File: src/logic/swbd_pkg.sv
// constants for the single-wire background debug controller
//
// Functional notes
// - power-on reset with debug pin low enters debug halt mode
// - force_background_bit write plus pin low after it resets into debug halt mode
// - pin or error resets ignore the debug pin, start the user program
// - halt-only commands accepted only while the core sits in debug halt mode
// - halt-only group: processor register read/write, single step, resume
// - non-intrusive commands run at any time, no core halt needed
// - non-intrusive commands reach memory and the controller status/control
// - halt command wakes core from stop or wait into debug halt mode
// - operating watchdog held off while in debug halt mode
// - controller enabled keeps oscillator running in stop
// - one hardware address breakpoint comparator inside the controller
// - controller registers reached only by serial commands, not memory mapped
// - bit starts on pod falling edge, sixteen cycles, msb first
// - 512 cycles between falling edges aborts command, nothing changed
// - pod-to-target bit sampled ten cycles after perceived start
// - zero bit driven low thirteen cycles then brief high speedup
`default_nettype none
package swbd_pkg;
   // ==========================================
   // serial timing, in debug clock cycles
   localparam int BIT_CYC       = 16;
   localparam int SAMPLE_CYC    = 10;
   localparam int ZERO_LOW_CYC  = 13;
   localparam int ONE_SPEED_CYC = 7;
   localparam int TIMEOUT_CYC   = 512;
   localparam int BOOT_WAIT     = 2;
   // ==========================================
   // command codes
   localparam logic [7:0] CMD_HALT     = 8'h90;
   localparam logic [7:0] CMD_GO       = 8'h08;
   localparam logic [7:0] CMD_STEP     = 8'h10;
   localparam logic [7:0] CMD_RD_STAT  = 8'he4;
   localparam logic [7:0] CMD_WR_CTRL  = 8'hc4;
   localparam logic [7:0] CMD_RD_BYTE  = 8'he0;
   localparam logic [7:0] CMD_WR_BYTE  = 8'hc0;
   localparam logic [7:0] CMD_RD_BKPT  = 8'he2;
   localparam logic [7:0] CMD_WR_BKPT  = 8'hc2;
   localparam logic [7:0] CMD_WR_FORCE = 8'h18;
   localparam logic [4:0] CMD_WREG_HI  = 5'h08;
   localparam logic [4:0] CMD_RREG_HI  = 5'h0c;
   // ==========================================
   // control register fields and reset values
   localparam int         CTRL_EN_POS   = 7;
   localparam int         CTRL_BKPT_POS = 6;
   localparam int         FORCE_POS     = 0;
   localparam logic [7:0] CTRL_RESET    = 8'h00;
   localparam logic [15:0] BKPT_RESET   = 16'h0000;
   localparam logic [4:0] LEN_NONE      = 5'h00;
   localparam logic [4:0] LEN_BYTE      = 5'h08;
   localparam logic [4:0] LEN_WORD      = 5'h10;
endpackage
`default_nettype wire

File: src/logic/swbd_ctrl.sv
// single-wire background debug controller, device side
`default_nettype none
`timescale 1ns/100ps
module swbd_ctrl
   import swbd_pkg::*;
#(
   parameter int TIMEOUT = TIMEOUT_CYC
)
(
   input  wire logic        MCLK,
   input  wire logic        RST_N,
   input  wire logic        CE,
   input  wire logic        DEBUG_PIN_IN,
   input  wire logic        RST_CAUSE_POR,
   input  wire logic        RST_CAUSE_FORCED,
   input  wire logic        CORE_HALTED,
   input  wire logic        CORE_FETCH,
   input  wire logic [15:0] CORE_ADDR,
   input  wire logic [15:0] REG_RDATA,
   input  wire logic [7:0]  MEM_RDATA,
   input  wire logic        MEM_ACK,
   output var  logic        DEBUG_PIN_OUT,
   output var  logic        DEBUG_PIN_OE,
   output var  logic        HALT_REQ,
   output var  logic        GO,
   output var  logic        STEP,
   output var  logic        REG_WR,
   output var  logic [2:0]  REG_SEL,
   output var  logic [15:0] REG_WDATA,
   output var  logic        MEM_RD,
   output var  logic        MEM_WR,
   output var  logic [15:0] MEM_ADDR,
   output var  logic [7:0]  MEM_WDATA,
   output var  logic        FORCE_RST,
   output var  logic        WDOG_HOLD,
   output var  logic        OSC_KEEP,
   output var  logic        BKPT_HIT,
   output var  logic        BG_MODE
);
   // ==========================================
   // elaboration check
   localparam int GW = $clog2(TIMEOUT + 1);
   if (TIMEOUT <= BIT_CYC || TIMEOUT > 65535)
      $error("swbd_ctrl: TIMEOUT out of range");

   typedef enum logic [2:0] {ST_CMD, ST_ADDR, ST_WR, ST_WAIT, ST_RD} swbd_st_t;

   // ==========================================
   // command decode
   function automatic logic f_halt_only(input logic [7:0] c);
      f_halt_only = c == CMD_GO || c == CMD_STEP || c[7:3] == CMD_WREG_HI || c[7:3] == CMD_RREG_HI;
   endfunction

   function automatic logic [4:0] f_wlen(input logic [7:0] c);
      if (c == CMD_WR_CTRL || c == CMD_WR_BYTE || c == CMD_WR_FORCE)
         f_wlen = LEN_BYTE;
      else if (c == CMD_WR_BKPT || c[7:3] == CMD_WREG_HI)
         f_wlen = LEN_WORD;
      else
         f_wlen = LEN_NONE;
   endfunction

   function automatic logic [4:0] f_rlen(input logic [7:0] c);
      if (c == CMD_RD_STAT || c == CMD_RD_BYTE)
         f_rlen = LEN_BYTE;
      else if (c == CMD_RD_BKPT || c[7:3] == CMD_RREG_HI)
         f_rlen = LEN_WORD;
      else
         f_rlen = LEN_NONE;
   endfunction

   // ==========================================
   // state
   swbd_st_t    st;
   logic        pin_s1;
   logic        pin_s2;
   logic        pin_d;
   logic        bit_on;
   logic        tx_bit;
   logic [3:0]  cyc;
   logic [GW-1:0] gap;
   logic [4:0]  cnt;
   logic [15:0] rx_sh;
   logic [15:0] tx_sh;
   logic [7:0]  cmd;
   logic [7:0]  ctrl;
   logic [15:0] bkpt;
   logic [1:0]  boot_cnt;
   logic        boot_done;

   // ==========================================
   // bit timing decode
   // no bit starts before the boot check; a pod holding the pin low through reset is not a bit
   wire         fall     = pin_d & ~pin_s2 & boot_done;
   wire         rx_st    = st == ST_CMD || st == ST_ADDR || st == ST_WR;
   wire         sample   = bit_on && cyc == 4'(SAMPLE_CYC) && rx_st;
   wire         bit_end  = bit_on && cyc == 4'(BIT_CYC - 1);
   wire         active   = st != ST_CMD || cnt != 5'h00 || bit_on;
   wire         timeout  = active && !fall && gap == GW'(TIMEOUT - 1);
   wire [15:0]  next_rx  = {rx_sh[14:0], pin_s2};
   wire [7:0]   cur_cmd  = st == ST_CMD ? next_rx[7:0] : cmd;
   wire [4:0]   wlen     = f_wlen(cur_cmd);
   wire [4:0]   rlen     = f_rlen(cmd);
   wire [4:0]   ph_len   = st == ST_CMD ? LEN_BYTE : st == ST_ADDR ? LEN_WORD : wlen;
   wire         last_rx  = sample && !timeout && cnt == ph_len - 5'h01;
   wire         refused  = st == ST_CMD && f_halt_only(cur_cmd) && !BG_MODE;
   wire         to_addr  = st == ST_CMD && cur_cmd == CMD_RD_BYTE || st == ST_CMD && cur_cmd == CMD_WR_BYTE;
   wire         to_wr    = st != ST_WR && wlen != LEN_NONE;
   wire         exec     = last_rx && !refused && !to_addr && !to_wr;
   wire         tx_zero  = !tx_sh[15];
   wire         next_oe  = st == ST_RD && tx_bit && bit_on &&
                           (tx_zero ? cyc <= 4'(ZERO_LOW_CYC) : cyc == 4'(ONE_SPEED_CYC));
   wire         next_out = tx_zero ? cyc == 4'(ZERO_LOW_CYC) : 1'b1;
   wire         boot_eval = !boot_done && boot_cnt == 2'(BOOT_WAIT);
   wire         boot_bg  = boot_eval && !pin_s2 && (RST_CAUSE_POR || RST_CAUSE_FORCED);
   wire         next_hit = ctrl[CTRL_BKPT_POS] && CORE_FETCH && CORE_ADDR == bkpt && !CORE_HALTED;
   wire [7:0]   status   = {ctrl[CTRL_EN_POS], ctrl[CTRL_BKPT_POS], BG_MODE, 5'h00};

   // ==========================================
   // pin synchroniser; sync flops idle high like the pulled-up line
   always_ff @(posedge MCLK)
      if (!RST_N)
      begin
         pin_s1 <= 1'b1;
         pin_s2 <= 1'b1;
         pin_d  <= 1'b1;
      end
      else if (CE)
      begin
         pin_s1 <= DEBUG_PIN_IN;
         pin_s2 <= pin_s1;
         pin_d  <= pin_s2;
      end

   // ==========================================
   // bit engine and inter-edge timeout
   always_ff @(posedge MCLK)
      if (!RST_N)
      begin
         bit_on <= 1'b0;
         tx_bit <= 1'b0;
         cyc    <= 4'h0;
         gap    <= '0;
      end
      else if (CE)
      begin
         if (fall)
         begin
            bit_on <= 1'b1;
            // only bits begun in the read phase send; the tail of the last command bit must not
            tx_bit <= st == ST_RD;
            cyc    <= 4'h0;
         end
         else if (bit_on)
         begin
            cyc    <= cyc + 4'h1;
            bit_on <= !bit_end;
         end
         if (fall || timeout || !active)
            gap <= '0;
         else
            gap <= gap + GW'(1);
      end

   // ==========================================
   // pin drive, registered so the pad sees a clean edge
   always_ff @(posedge MCLK)
      if (!RST_N)
      begin
         DEBUG_PIN_OE  <= 1'b0;
         DEBUG_PIN_OUT <= 1'b1;
      end
      else if (CE)
      begin
         DEBUG_PIN_OE  <= next_oe;
         DEBUG_PIN_OUT <= next_out;
      end

   // ==========================================
   // command sequencer; actions only at the last bit so an abort leaves nothing behind
   always_ff @(posedge MCLK)
      if (!RST_N)
      begin
         st     <= ST_CMD;
         cnt    <= 5'h00;
         rx_sh  <= 16'h0000;
         tx_sh  <= 16'h0000;
         cmd    <= 8'h00;
         REG_SEL <= 3'h0;
         MEM_ADDR <= 16'h0000;
      end
      else if (CE)
      begin
         if (timeout)
         begin
            st  <= ST_CMD;
            cnt <= 5'h00;
         end
         else
            unique case (st)
               ST_CMD, ST_ADDR, ST_WR:
                  if (sample)
                  begin
                     rx_sh <= next_rx;
                     cnt   <= last_rx ? 5'h00 : cnt + 5'h01;
                     if (last_rx && st == ST_CMD)
                     begin
                        cmd     <= next_rx[7:0];
                        REG_SEL <= next_rx[2:0];
                     end
                     if (last_rx && st == ST_ADDR)
                        MEM_ADDR <= next_rx;
                     if (last_rx)
                     begin
                        if (refused)
                           st <= ST_CMD;
                        else if (to_addr)
                           st <= ST_ADDR;
                        else if (to_wr)
                           st <= ST_WR;
                        else if (cur_cmd == CMD_RD_BYTE || cur_cmd[7:3] == CMD_RREG_HI)
                           st <= ST_WAIT;
                        else if (f_rlen(cur_cmd) != LEN_NONE)
                           st <= ST_RD;
                        else
                           st <= ST_CMD;
                     end
                     if (exec && cur_cmd == CMD_RD_STAT)
                        tx_sh <= {status, 8'h00};
                     else if (exec && cur_cmd == CMD_RD_BKPT)
                        tx_sh <= bkpt;
                  end
               ST_WAIT:
                  // register data taken a cycle late so the core already sees the new REG_SEL
                  if (cmd[7:3] == CMD_RREG_HI)
                  begin
                     tx_sh <= REG_RDATA;
                     st    <= ST_RD;
                  end
                  else if (MEM_ACK)
                  begin
                     tx_sh <= {MEM_RDATA, 8'h00};
                     st    <= ST_RD;
                  end
               ST_RD:
                  if (bit_end && tx_bit)
                  begin
                     tx_sh <= {tx_sh[14:0], 1'b0};
                     cnt   <= cnt == rlen - 5'h01 ? 5'h00 : cnt + 5'h01;
                     if (cnt == rlen - 5'h01)
                        st <= ST_CMD;
                  end
            endcase
      end

   // ==========================================
   // command actions; controller registers live only here, off the memory map
   always_ff @(posedge MCLK)
      if (!RST_N)
      begin
         GO        <= 1'b0;
         STEP      <= 1'b0;
         REG_WR    <= 1'b0;
         REG_WDATA <= 16'h0000;
         MEM_RD    <= 1'b0;
         MEM_WR    <= 1'b0;
         MEM_WDATA <= 8'h00;
         FORCE_RST <= 1'b0;
         ctrl      <= CTRL_RESET;
         bkpt      <= BKPT_RESET;
      end
      else if (CE)
      begin
         GO        <= exec && cur_cmd == CMD_GO;
         STEP      <= exec && cur_cmd == CMD_STEP;
         REG_WR    <= exec && cur_cmd[7:3] == CMD_WREG_HI;
         MEM_RD    <= exec && cur_cmd == CMD_RD_BYTE;
         MEM_WR    <= exec && cur_cmd == CMD_WR_BYTE;
         FORCE_RST <= exec && cur_cmd == CMD_WR_FORCE && next_rx[FORCE_POS];
         if (exec && cur_cmd[7:3] == CMD_WREG_HI)
            REG_WDATA <= next_rx;
         if (exec && cur_cmd == CMD_WR_BYTE)
            MEM_WDATA <= next_rx[7:0];
         if (exec && cur_cmd == CMD_WR_CTRL)
            ctrl <= next_rx[7:0];
         if (exec && cur_cmd == CMD_WR_BKPT)
            bkpt <= next_rx;
      end

   // ==========================================
   // mode, boot choice, breakpoint and system controls
   // the pin is read only after the synchroniser has filled from the live pad
   always_ff @(posedge MCLK)
      if (!RST_N)
      begin
         boot_cnt  <= 2'h0;
         boot_done <= 1'b0;
         HALT_REQ  <= 1'b0;
         BKPT_HIT  <= 1'b0;
         BG_MODE   <= 1'b0;
         WDOG_HOLD <= 1'b0;
         OSC_KEEP  <= 1'b0;
      end
      else if (CE)
      begin
         if (!boot_done)
            boot_cnt <= boot_cnt + 2'h1;
         if (boot_eval)
            boot_done <= 1'b1;
         // set wins over the clear by the halted core
         if (boot_bg || next_hit || exec && cur_cmd == CMD_HALT)
            HALT_REQ <= 1'b1;
         else if (CORE_HALTED)
            HALT_REQ <= 1'b0;
         BKPT_HIT  <= next_hit;
         BG_MODE   <= CORE_HALTED;
         WDOG_HOLD <= CORE_HALTED;
         OSC_KEEP  <= ctrl[CTRL_EN_POS];
      end

   // ==========================================
   // checks
   a_halt_refused: assert property (@(posedge MCLK) disable iff (!RST_N || !CE)
      last_rx && refused |=> !GO && !STEP && !REG_WR && st == ST_CMD)
      else $error("halt-only command acted outside debug halt mode");

   a_zero_drive: assert property (@(posedge MCLK) disable iff (!RST_N || !CE)
      st == ST_RD && tx_bit && bit_on && cyc == 4'hc && tx_zero
      |=> DEBUG_PIN_OE && !DEBUG_PIN_OUT ##1 DEBUG_PIN_OE && DEBUG_PIN_OUT ##1 !DEBUG_PIN_OE)
      else $error("zero bit low phase or speedup wrong");

   a_one_speed: assert property (@(posedge MCLK) disable iff (!RST_N || !CE)
      st == ST_RD && tx_bit && bit_on && cyc == 4'h6 && !tx_zero
      |=> !DEBUG_PIN_OE ##1 DEBUG_PIN_OE && DEBUG_PIN_OUT ##1 !DEBUG_PIN_OE)
      else $error("one bit speedup misplaced");

   a_sample_time: assert property (@(posedge MCLK) disable iff (!RST_N || !CE)
      fall && st == ST_CMD |=> ##10 (sample || !rx_st || fall))
      else $error("bit not sampled ten cycles after start");

   a_timeout_abort: assert property (@(posedge MCLK) disable iff (!RST_N || !CE)
      timeout |=> st == ST_CMD && cnt == 5'h00 && !MEM_WR && !REG_WR && !FORCE_RST)
      else $error("timeout did not abort cleanly");

   a_halt_wake: assert property (@(posedge MCLK) disable iff (!RST_N || !CE)
      exec && cur_cmd == CMD_HALT |=> HALT_REQ)
      else $error("halt command did not request halt");

   a_boot_user: assert property (@(posedge MCLK) disable iff (!RST_N || !CE)
      boot_eval && !RST_CAUSE_POR && !RST_CAUSE_FORCED && !next_hit |=> !HALT_REQ)
      else $error("pin or error reset left user mode");

   a_boot_bg: assert property (@(posedge MCLK) disable iff (!RST_N || !CE)
      boot_eval && !pin_s2 && RST_CAUSE_POR |=> HALT_REQ)
      else $error("power-on with pin low did not enter halt");

   a_wdog_hold: assert property (@(posedge MCLK) disable iff (!RST_N)
      WDOG_HOLD == BG_MODE)
      else $error("watchdog hold differs from debug halt mode");

   a_step_bg: assert property (@(posedge MCLK) disable iff (!RST_N || !CE)
      STEP || GO |-> $past(BG_MODE))
      else $error("step or resume issued outside debug halt mode");

   a_bkpt_halt: assert property (@(posedge MCLK) disable iff (!RST_N)
      BKPT_HIT |-> HALT_REQ)
      else $error("breakpoint hit without halt request");

   c_zero_bit: cover property (@(posedge MCLK) st == ST_RD && DEBUG_PIN_OE && !DEBUG_PIN_OUT);
   c_timeout: cover property (@(posedge MCLK) timeout);
   c_bkpt: cover property (@(posedge MCLK) BKPT_HIT);
   c_boot_bg: cover property (@(posedge MCLK) boot_bg);
endmodule
`default_nettype wire

File: config.mk
export PLATFORM = sky130hd
export DESIGN_NAME = swbd_ctrl
export DESIGN_NICKNAME = d
export VERILOG_FILES = /design/src/logic/swbd_pkg.sv /design/src/logic/swbd_ctrl.sv
export SDC_FILE = /design/constraint.sdc
export NUM_CORES = 1
export LEC_CHECK = 0
export ABC_AREA = 1
export BUFFER_PORTS_ARGS = -buffer_cell sky130_fd_sc_hd__buf_2
export CAP_MARGIN = 10
export CORE_UTILIZATION = 50
export CTS_CLUSTER_SIZE = 25
export DETAILED_ROUTE_END_ITERATION = 12
export GPL_TIMING_DRIVEN = 0
export HOLD_SLACK_MARGIN = 0.12
export PLACE_DENSITY = 0.75
export SLEW_MARGIN = 20
export SYNTH_ARGS = -nofsm -noshare
export SYNTH_HDL_FRONTEND = slang
export SYNTH_SLANG_ARGS = --single-unit
File: constraint.sdc
create_clock -name MCLK -period 3.3 [get_ports MCLK]
set_input_delay 0.33 -clock MCLK [delete_from_list [all_inputs] [get_ports MCLK]]
set_output_delay 0.33 -clock MCLK [all_outputs]
set_load 0.02 [all_outputs]
==> flow_summary.yaml, run 1 <==
outcome:
  status: "finished, final reports clean"
power_and_ir_drop:
  p_comb_share_pct: 4.0
  p_per_area_nw_per_um2: 458
  p_clk_share_pct: 49.6
  p_leak_nw: 3.37
  p_int_mw: 2.80
  p_seq_share_pct: 46.4
  peakVddDrop_v: 0.000303
  switching_power_mw: 0.862
  swShare_pct: 23.5
placement:
  numPortBuffers: 104
  placed_cell_area_sq_um: 7420
  place_congestion: 0.956
  pre_cts_ws_ns: 0.159
  dp_hpwl_um: 14100
synth:
  muxShareOfSynthArea_pct: 0
  synth_xor_area_share_pct: 2.75
  synth_simple_gate_area_share_pct: 21.8
  synth_cell_types: 41
  synthesis.area_sq_um: 6680
  synth_top_family_by_area: "simple AND/OR/NAND/NOR gates"
  synth_compound_area_share_pct: 21.7
  synth.avg_cell_area_sq_um: 7.19
  yosys_warnings: 0
  synth_seq_area_share_pct: 41.7
  syn-instance-count: 928
  synth.ff_latch_count: 139
  syn_nets: 985
  synth-adder-area-share_pct: 1.50
sta:
  finalCritPeriodShare_pct: 88.9
  rsz0062_at_grt: "no"
  drv_slew: 0
  hold_viol: 0
  finClkSkew_ns: 0.00618
  finalSetupViolations: 0
  min_period_ns: 2.93
  clock.fmax_mhz: 341
  tns_ns: 0
  relSlewSlack_pct: 48.7
  tightest_slew_ns: 0.765
  holdWs_ns: 0.160
  fin_ws_ns: 0.365
final_layout:
  finalInstanceArea_sq_um: 7990
  area_growth_pct: 19.6
  drive_above_1_share_pct: 17.2
  finish.utilization_pct: 62.3
  nNetsFinal: 1108
  diodes: 0
detailed_routing:
  drtAntennaViolNets: 0
  dr.first_iter.drc_count: 692
  totalWireLength_um: 19200
  post_drt_via_cell_ratio: 5.41
  avgRoutedWirePerCell_um: 15.5
  vias: 6684
  drc: 0
  drt_first_pass_iters: 6
clock_tree:
  clock_sinks: 139
  cts.repair.resized: 0
  cts_root_buf: "clkbuf_16"
  clkLatencyLatePin_ns: 0.43
  post_cts_buffers: 0
  cts_buffers: 17
  hold_buffers: 0
  cts.reportedPaths.clkPinSlew_ns: 0.06
  cts_tree: "built"
  h-tree-depth: 4
  cts_buffer_depth: 2
setup_path:
  r2r_end: "REG_WDATA[5]$_SDFFE_PN0P_"
  reg2reg_slack_ns: 0.37
  startpoint_type: "flip-flop"
  r2r_start: "rx_sh[6]$_SDFFE_PN0P_"
  worstPathArrival_ns: 3.24
  path_class: "flip-flop to flip-flop"
  cp_max_fo: 10
  r2r_cells: 16
  cp.required_ns: 3.61
  endpoint_kind: "flip-flop"
floorplan:
  die_x_um: 118
  floorplan.initialDensity_pct: 52.1
  ios: 105
  num_rows: 41
  die_h_um: 118
  core_region_area_sq_um: 12800
  design.die.area_sq_um: 13800
min_path:
  min_path_cells: 3
  worstHoldStart: "DEBUG_PIN_IN"
  whs_endpoint: "pin_s1$_SDFFE_PN1P_"
  hold_class: "input pin to flip-flop"
global_route:
  antenna_found_initial: 0
  grtUsageTotal_pct: 28.3
  grt_pass1_vias: 6183
  grt_max_degree: 17
  grt_overflow: 0
  grt_first_pass_wirelength_um: 30800
job:
  cap_violations: 0
how the worst max path moves through the flow:
stage | start | to | slack, ns | depth (start not counted)
after floorplan | st[2]$_SDFFE_PN0P_ | tx_sh[3]$_SDFFE_PN0P_ | 1.00 | 19
after global placement | cmd[3]$_SDFFE_PN0P_ | st[0]$_SDFFE_PN0P_ | 0.18 | 9
after detailed placement | cmd[3]$_SDFFE_PN0P_ | st[0]$_SDFFE_PN0P_ | 0.16 | 9
after CTS | cmd[3]$_SDFFE_PN0P_ | st[0]$_SDFFE_PN0P_ | 0.15 | 9
after global routing | rx_sh[4]$_SDFFE_PN0P_ | REG_WDATA[5]$_SDFFE_PN0P_ | 0.10 | 16
final | rx_sh[6]$_SDFFE_PN0P_ | REG_WDATA[5]$_SDFFE_PN0P_ | 0.37 | 16
routing by layer:
layer  track usage, %  up-vias  part of all wire (%)
li1                 -     3332                     -
met1             37.9     3030                    45
met2             44.3      272                    45
met3             5.38       50                   7.2
met4             12.4        0                   2.7
met5                0        -                     0
registers in the layout (all words and copies together) (netlist names), 2 cells and up:
signal and count:
MEM_ADDR 16, MEM_WDATA 8, REG_SEL 2, REG_WDATA 16
bkpt 16, boot_cnt 2, cmd 6, cnt 5
ctrl 2, cyc 4, gap 10, rx_sh 15
st 3, tx_sh 16
cells in the mapped netlist, drive strengths merged:
cell type	count	area share [%]
nand2	161	9.4
dfxtp	139	42
a21oi	133	10
inv	121	6.8
o21ai	114	8.5
nand3	65	5.1
nor2	56	4.0
buf	23	2.4
clkbuf	23	1.3
nor3	18	1.4
xor2	13	1.7
nand4	9	0.84
ha	8	1.5
xnor2	8	1.0
a32oi	7	0.92
a2bb2oi	5	0.66
nor4	4	0.47
a211oi	3	0.34
nand3b	3	0.34
o211ai	3	0.34
a31oi	2	0.19
clkinv	2	0.11
nor3b	2	0.22
o22ai	2	0.19
o2111ai	1	0.13
o311ai	1	0.13
o31ai	1	0.11
or2	1	0.094
power groups by stage:
stage / logic, mW / registers, mW / clock network, mW
after floorplan: 0.0747 / 1.74 / 0
after global placement: 0.144 / 1.73 / 0
after detailed placement: 0.145 / 1.73 / 0
after CTS: 0.146 / 1.70 / 1.83
after global routing: 0.164 / 1.70 / 1.91
final: 0.148 / 1.70 / 1.82
metrics by stage:
| step | std cells | total power, mW |
|---|---|---|
| 2_1_floorplan | 928 | 1.81 |
| 3_3_place_gp | 1204 | 1.88 |
| 3_5_place_dp | 1204 | 1.88 |
| 4_1_cts | 1236 | 3.67 |
| 5_1_grt | 1236 | 3.77 |
| 6_report | 1236 | 3.66 |
area by class of cell:
cell class                      count  area, sq um
Timing Repair Buffer              104          520
Multi-Input combinational cell    620         3200
Buffer                             46          245
Inverter                          123          462
Clock buffer                       18          439
Sequential cell                   139         2780
Tap cell                          172          215
Clock inverter                     14          121
Fill cell                        1196         4840
critical path, stage by stage (launching register included):
cell     delay, ns
dfxtp_1       0.57
inv_1         0.17
nand3_1       0.14
nand2_1       0.11
nand2_1       0.13
nor2_2        0.07
nand2_1       0.12
nand2_1       0.07
nor2_1        0.17
nor2_1        0.10
nor2_4        0.25
nand2_2       0.13
nor2_8        0.17
nand2_2       0.12
buf_2         0.20
o21ai_0       0.21
a21oi_1       0.08
cells in the final DEF, fill, tap and decap left out, drive strengths merged, types with 3 or more instances in the layout:
| cell | n |
|---|---|
| ha | 8 |
| nor3 | 18 |
| nor2 | 56 |
| a32oi | 7 |
| dfxtp | 139 |
| xor2 | 13 |
| xnor2 | 8 |
| nand2 | 161 |
| a211oi | 3 |
| a21oi | 133 |
| buf | 127 |
| a2bb2oi | 5 |
| nor4 | 4 |
| clkinv | 10 |
| inv | 124 |
| o211ai | 3 |
| nand4 | 9 |
| nand3 | 65 |
| clkbuf | 41 |
| nand3b | 3 |
| o21ai | 114 |
cells by family (layout without fill, tap and decap cells):
group,count (synthesis),in the layout
compound gates,272,272
xor+xnor,21,21
fa+ha+maj,8,8
buf+inv,169,305
flops,139,139
simple gates,319,319
No activity file was read; power rests on OpenSTA's default activity.
==> inputs of run 2 (changes only) <==
- ABC_AREA: 1 -> default
- GPL_TIMING_DRIVEN: 0 -> default
- PLACE_DENSITY: 0.75 -> 0.74
- TNS_END_PERCENT: default -> 5
==> run 2 against run 1 <==
  * Hold slack improved by 0.054 ns
  * Synthesized cell count fell by 12%
  * First-iteration DRC count is 17% lower
  * Flip-flop and latch count did not move
  * Final cell count decreased by 11%
  * Register-to-register slack got worse by 0.099 ns
  * Largest power group unchanged
==> flow_summary.yaml, run 2 <==
outcome:
  status: "finished, final reports clean"
power_and_ir_drop:
  p_per_area_nw_per_um2: 463
  p_leak_nw: 3.81
  peakVddDrop_v: 0.000358
min_path:
  worstHoldStart: "REG_RDATA[0]"
  min_path_cells: 3
  hold_class: "input pin to flip-flop"
  whs_endpoint: "tx_sh[0]$_SDFFE_PN0P_"
clock_tree:
  cts.repair.resized: 0
  hold_buffers: 1
  clkLatencyLatePin_ns: 0.43
  cts_buffers: 17
  clock_sinks: 139
  cts_buffer_depth: 2
  cts_tree: "built"
  post_cts_buffers: 0
  cts_root_buf: "clkbuf_16"
  cts.reportedPaths.clkPinSlew_ns: 0.06
  h-tree-depth: 4
detailed_routing:
  vias: 6474
  drt_first_pass_iters: 5
  drc: 0
  met1_length_um: 8710
  top_layer: "met4"
  avgRoutedWirePerCell_um: 17.2
  totalWireLength_um: 18900
  dr.first_iter.drc_count: 571
  wl_met3_um: 1160
  post_drt_via_cell_ratio: 5.89
  drtAntennaViolNets: 0
  route.met2.wl_um: 8580
setup_path:
  r2r_start: "st[2]$_SDFFE_PN0P_"
  path_delay_family: "simple AND/OR/NAND/NOR gates"
  worst-path-buf-inv: 0
  cp.required_ns: 3.65
  slowest_delay_ns: 0.59
  cp_max_fo: 16
  startpoint_type: "flip-flop"
  path_class: "flip-flop to flip-flop"
  worstPathArrival_ns: 3.38
  r2r_end: "bkpt[13]$_SDFFE_PN0P_"
  r2r_cells: 7
  crit_slowest_cell: "or3_1"
  reg2reg_slack_ns: 0.27
  endpoint_kind: "flip-flop"
  crit_chain: "or3_1 -> and4_4 -> a22o_1 -> or4_4 -> a31oi_4 -> nand4_4 -> mux2i_1"
synth:
  synthArstFlopShare_pct: 0
  synthesis.area_sq_um: 7040
  yosys_warnings: 0
  synth_top_cell_area_share_pct: 39.6
  synth.avg_cell_area_sq_um: 8.57
  synth_cell_types: 70
  synth_common_cells: "dfxtp_1 (139), nand2_1 (107), mux2i_1 (102)"
  syn_nets: 878
  synth_area_leader_cell: "dfxtp_1"
  synth_seq_area_share_pct: 39.6
  ys_top_cells_by_area: "dfxtp_1 (40%), mux2i_1 (15%), nand2_1 (5.7%), nor2_1 (5.3%), a21oi_1 (2.4%)"
  synth.most_common_cell: "dfxtp_1"
  synth.ff_latch_count: 139
  synth_edf_count: 0
  syn-instance-count: 821
  synth_ff_type: "dfxtp_1"
sta:
  finalSetupViolations: 0
  drv_slew: 0
  hold_viol: 0
  finClkSkew_ns: 0.00904
  clock.fmax_mhz: 330
  rsz0062_at_grt: "no"
  tns_ns: 0
  finalCritPeriodShare_pct: 91.9
  min_period_ns: 3.03
  tightest_slew_ns: 0.941
  relSlewSlack_pct: 37.2
final_layout:
  nNetsFinal: 967
  diodes: 0
  area_growth_pct: 18.7
  layout_common_cells: "dfxtp_1 (139), nand2_1 (107), buf_2 (104)"
  drive_above_1_share_pct: 19.4
  layout_commonest_cell: "dfxtp_1"
  finish.utilization_pct: 61.8
global_route:
  grt_overflow: 0
  grt_pass1_vias: 5993
  grt_first_pass_wirelength_um: 30300
  grt_max_degree: 63
  antenna_found_initial: 0
  grtUsageTotal_pct: 26.4
placement:
  dp_hpwl_um: 13300
  numPortBuffers: 104
  place_congestion: 0.869
floorplan:
  num_rows: 42
  floorplan.initialDensity_pct: 52.1
  die_h_um: 121
  ios: 105
  design.die.area_sq_um: 14500
  core_region_area_sq_um: 13500
  die_x_um: 121
job:
  cap_violations: 0
[run 2: cell types whose count changed after synthesis, moves of 12 or more]
cell / before / now
mux2i_1: 0 / 102
nand4_1: 9 / 22
nand3_1: 62 / 22
inv_1: 120 / 15
o21ai_0: 88 / 14
a311oi_1: 0 / 12
clkbuf_1: 23 / 44
nand2_1: 153 / 107
o21ai_1: 26 / 3
a21oi_1: 132 / 34
nor2_1: 48 / 99
[run 2: worst register-to-register path, delay by kind of cell (launching register included)]
kind | cells | cell delay (ns)
compound gates | 2 | 0.58
flops | 1 | 0.31
mux | 1 | 0.29
simple gates | 4 | 1.79
[run 2: final cells by class]
cell class,count,area (sq um)
Multi-Input combinational cell,604,3920
Clock buffer,18,439
Timing Repair Buffer,133,741
Fill cell,1182,5160
Tap cell,176,220
Clock inverter,14,194
Inverter,15,56.3
Sequential cell,139,2780
[run 2: where the power goes]
group          leakage (nW)  total [mW]  switching, mW  internal (mW)
Sequential             1.12        1.69        0.00741           1.69
Combinational          2.38       0.121         0.0737         0.0469
Clock                 0.313        2.05          0.807           1.24
Total                  3.81        3.86          0.888           2.97
[run 2: metrics by stage]
step	setup WS, ns	instances	power [mW]	area [sq um]	hold slack, ns
after global placement	0.344	1066	1.85	7700	0.444
after floorplan	0.624	821	1.80	7040	0.434
after global routing	0.134	1099	3.96	8350	0.196
after detailed placement	0.321	1066	1.85	7700	0.452
after CTS	0.284	1099	3.88	8350	0.195
final	0.266	1099	3.86	8350	0.214
[run 2: worst max path at each step]
stage               slack [ns]  cells past startpoint          startpoint                        end
finish                    0.27                      7  st[2]$_SDFFE_PN0P_      bkpt[13]$_SDFFE_PN0P_
floorplan                 0.62                     10  st[0]$_SDFFE_PN0P_  REG_WDATA[7]$_SDFFE_PN0P_
global placement          0.34                      7  st[2]$_SDFFE_PN0P_       bkpt[9]$_SDFFE_PN0P_
global route              0.13                      7  st[2]$_SDFFE_PN0P_       bkpt[8]$_SDFFE_PN0P_
CTS                       0.28                      7  st[2]$_SDFFE_PN0P_      bkpt[13]$_SDFFE_PN0P_
detailed placement        0.32                      7  st[2]$_SDFFE_PN0P_       bkpt[3]$_SDFFE_PN0P_
[run 2: cells by family after synthesis]
| kind of cell | count (synthesis) | share of synthesized area, % |
|---|---|---|
| AOI/OAI and AO/OA | 126 | 12.7 |
| xor gates and xnor gates | 27 | 3.36 |
| adders and majority gates | 8 | 1.42 |
| buffers and inverters | 78 | 4.87 |
| DFF | 139 | 39.6 |
| muxes | 102 | 14.5 |
| and+or+nand+nor | 341 | 23.5 |
[run 2: layer usage]
layer,GRT usage [%],vias to the layer above
met5,0,-
met4,10.1,0
met3,5.00,35
met2,41.3,256
met1,35.9,3073
li1,-,3110
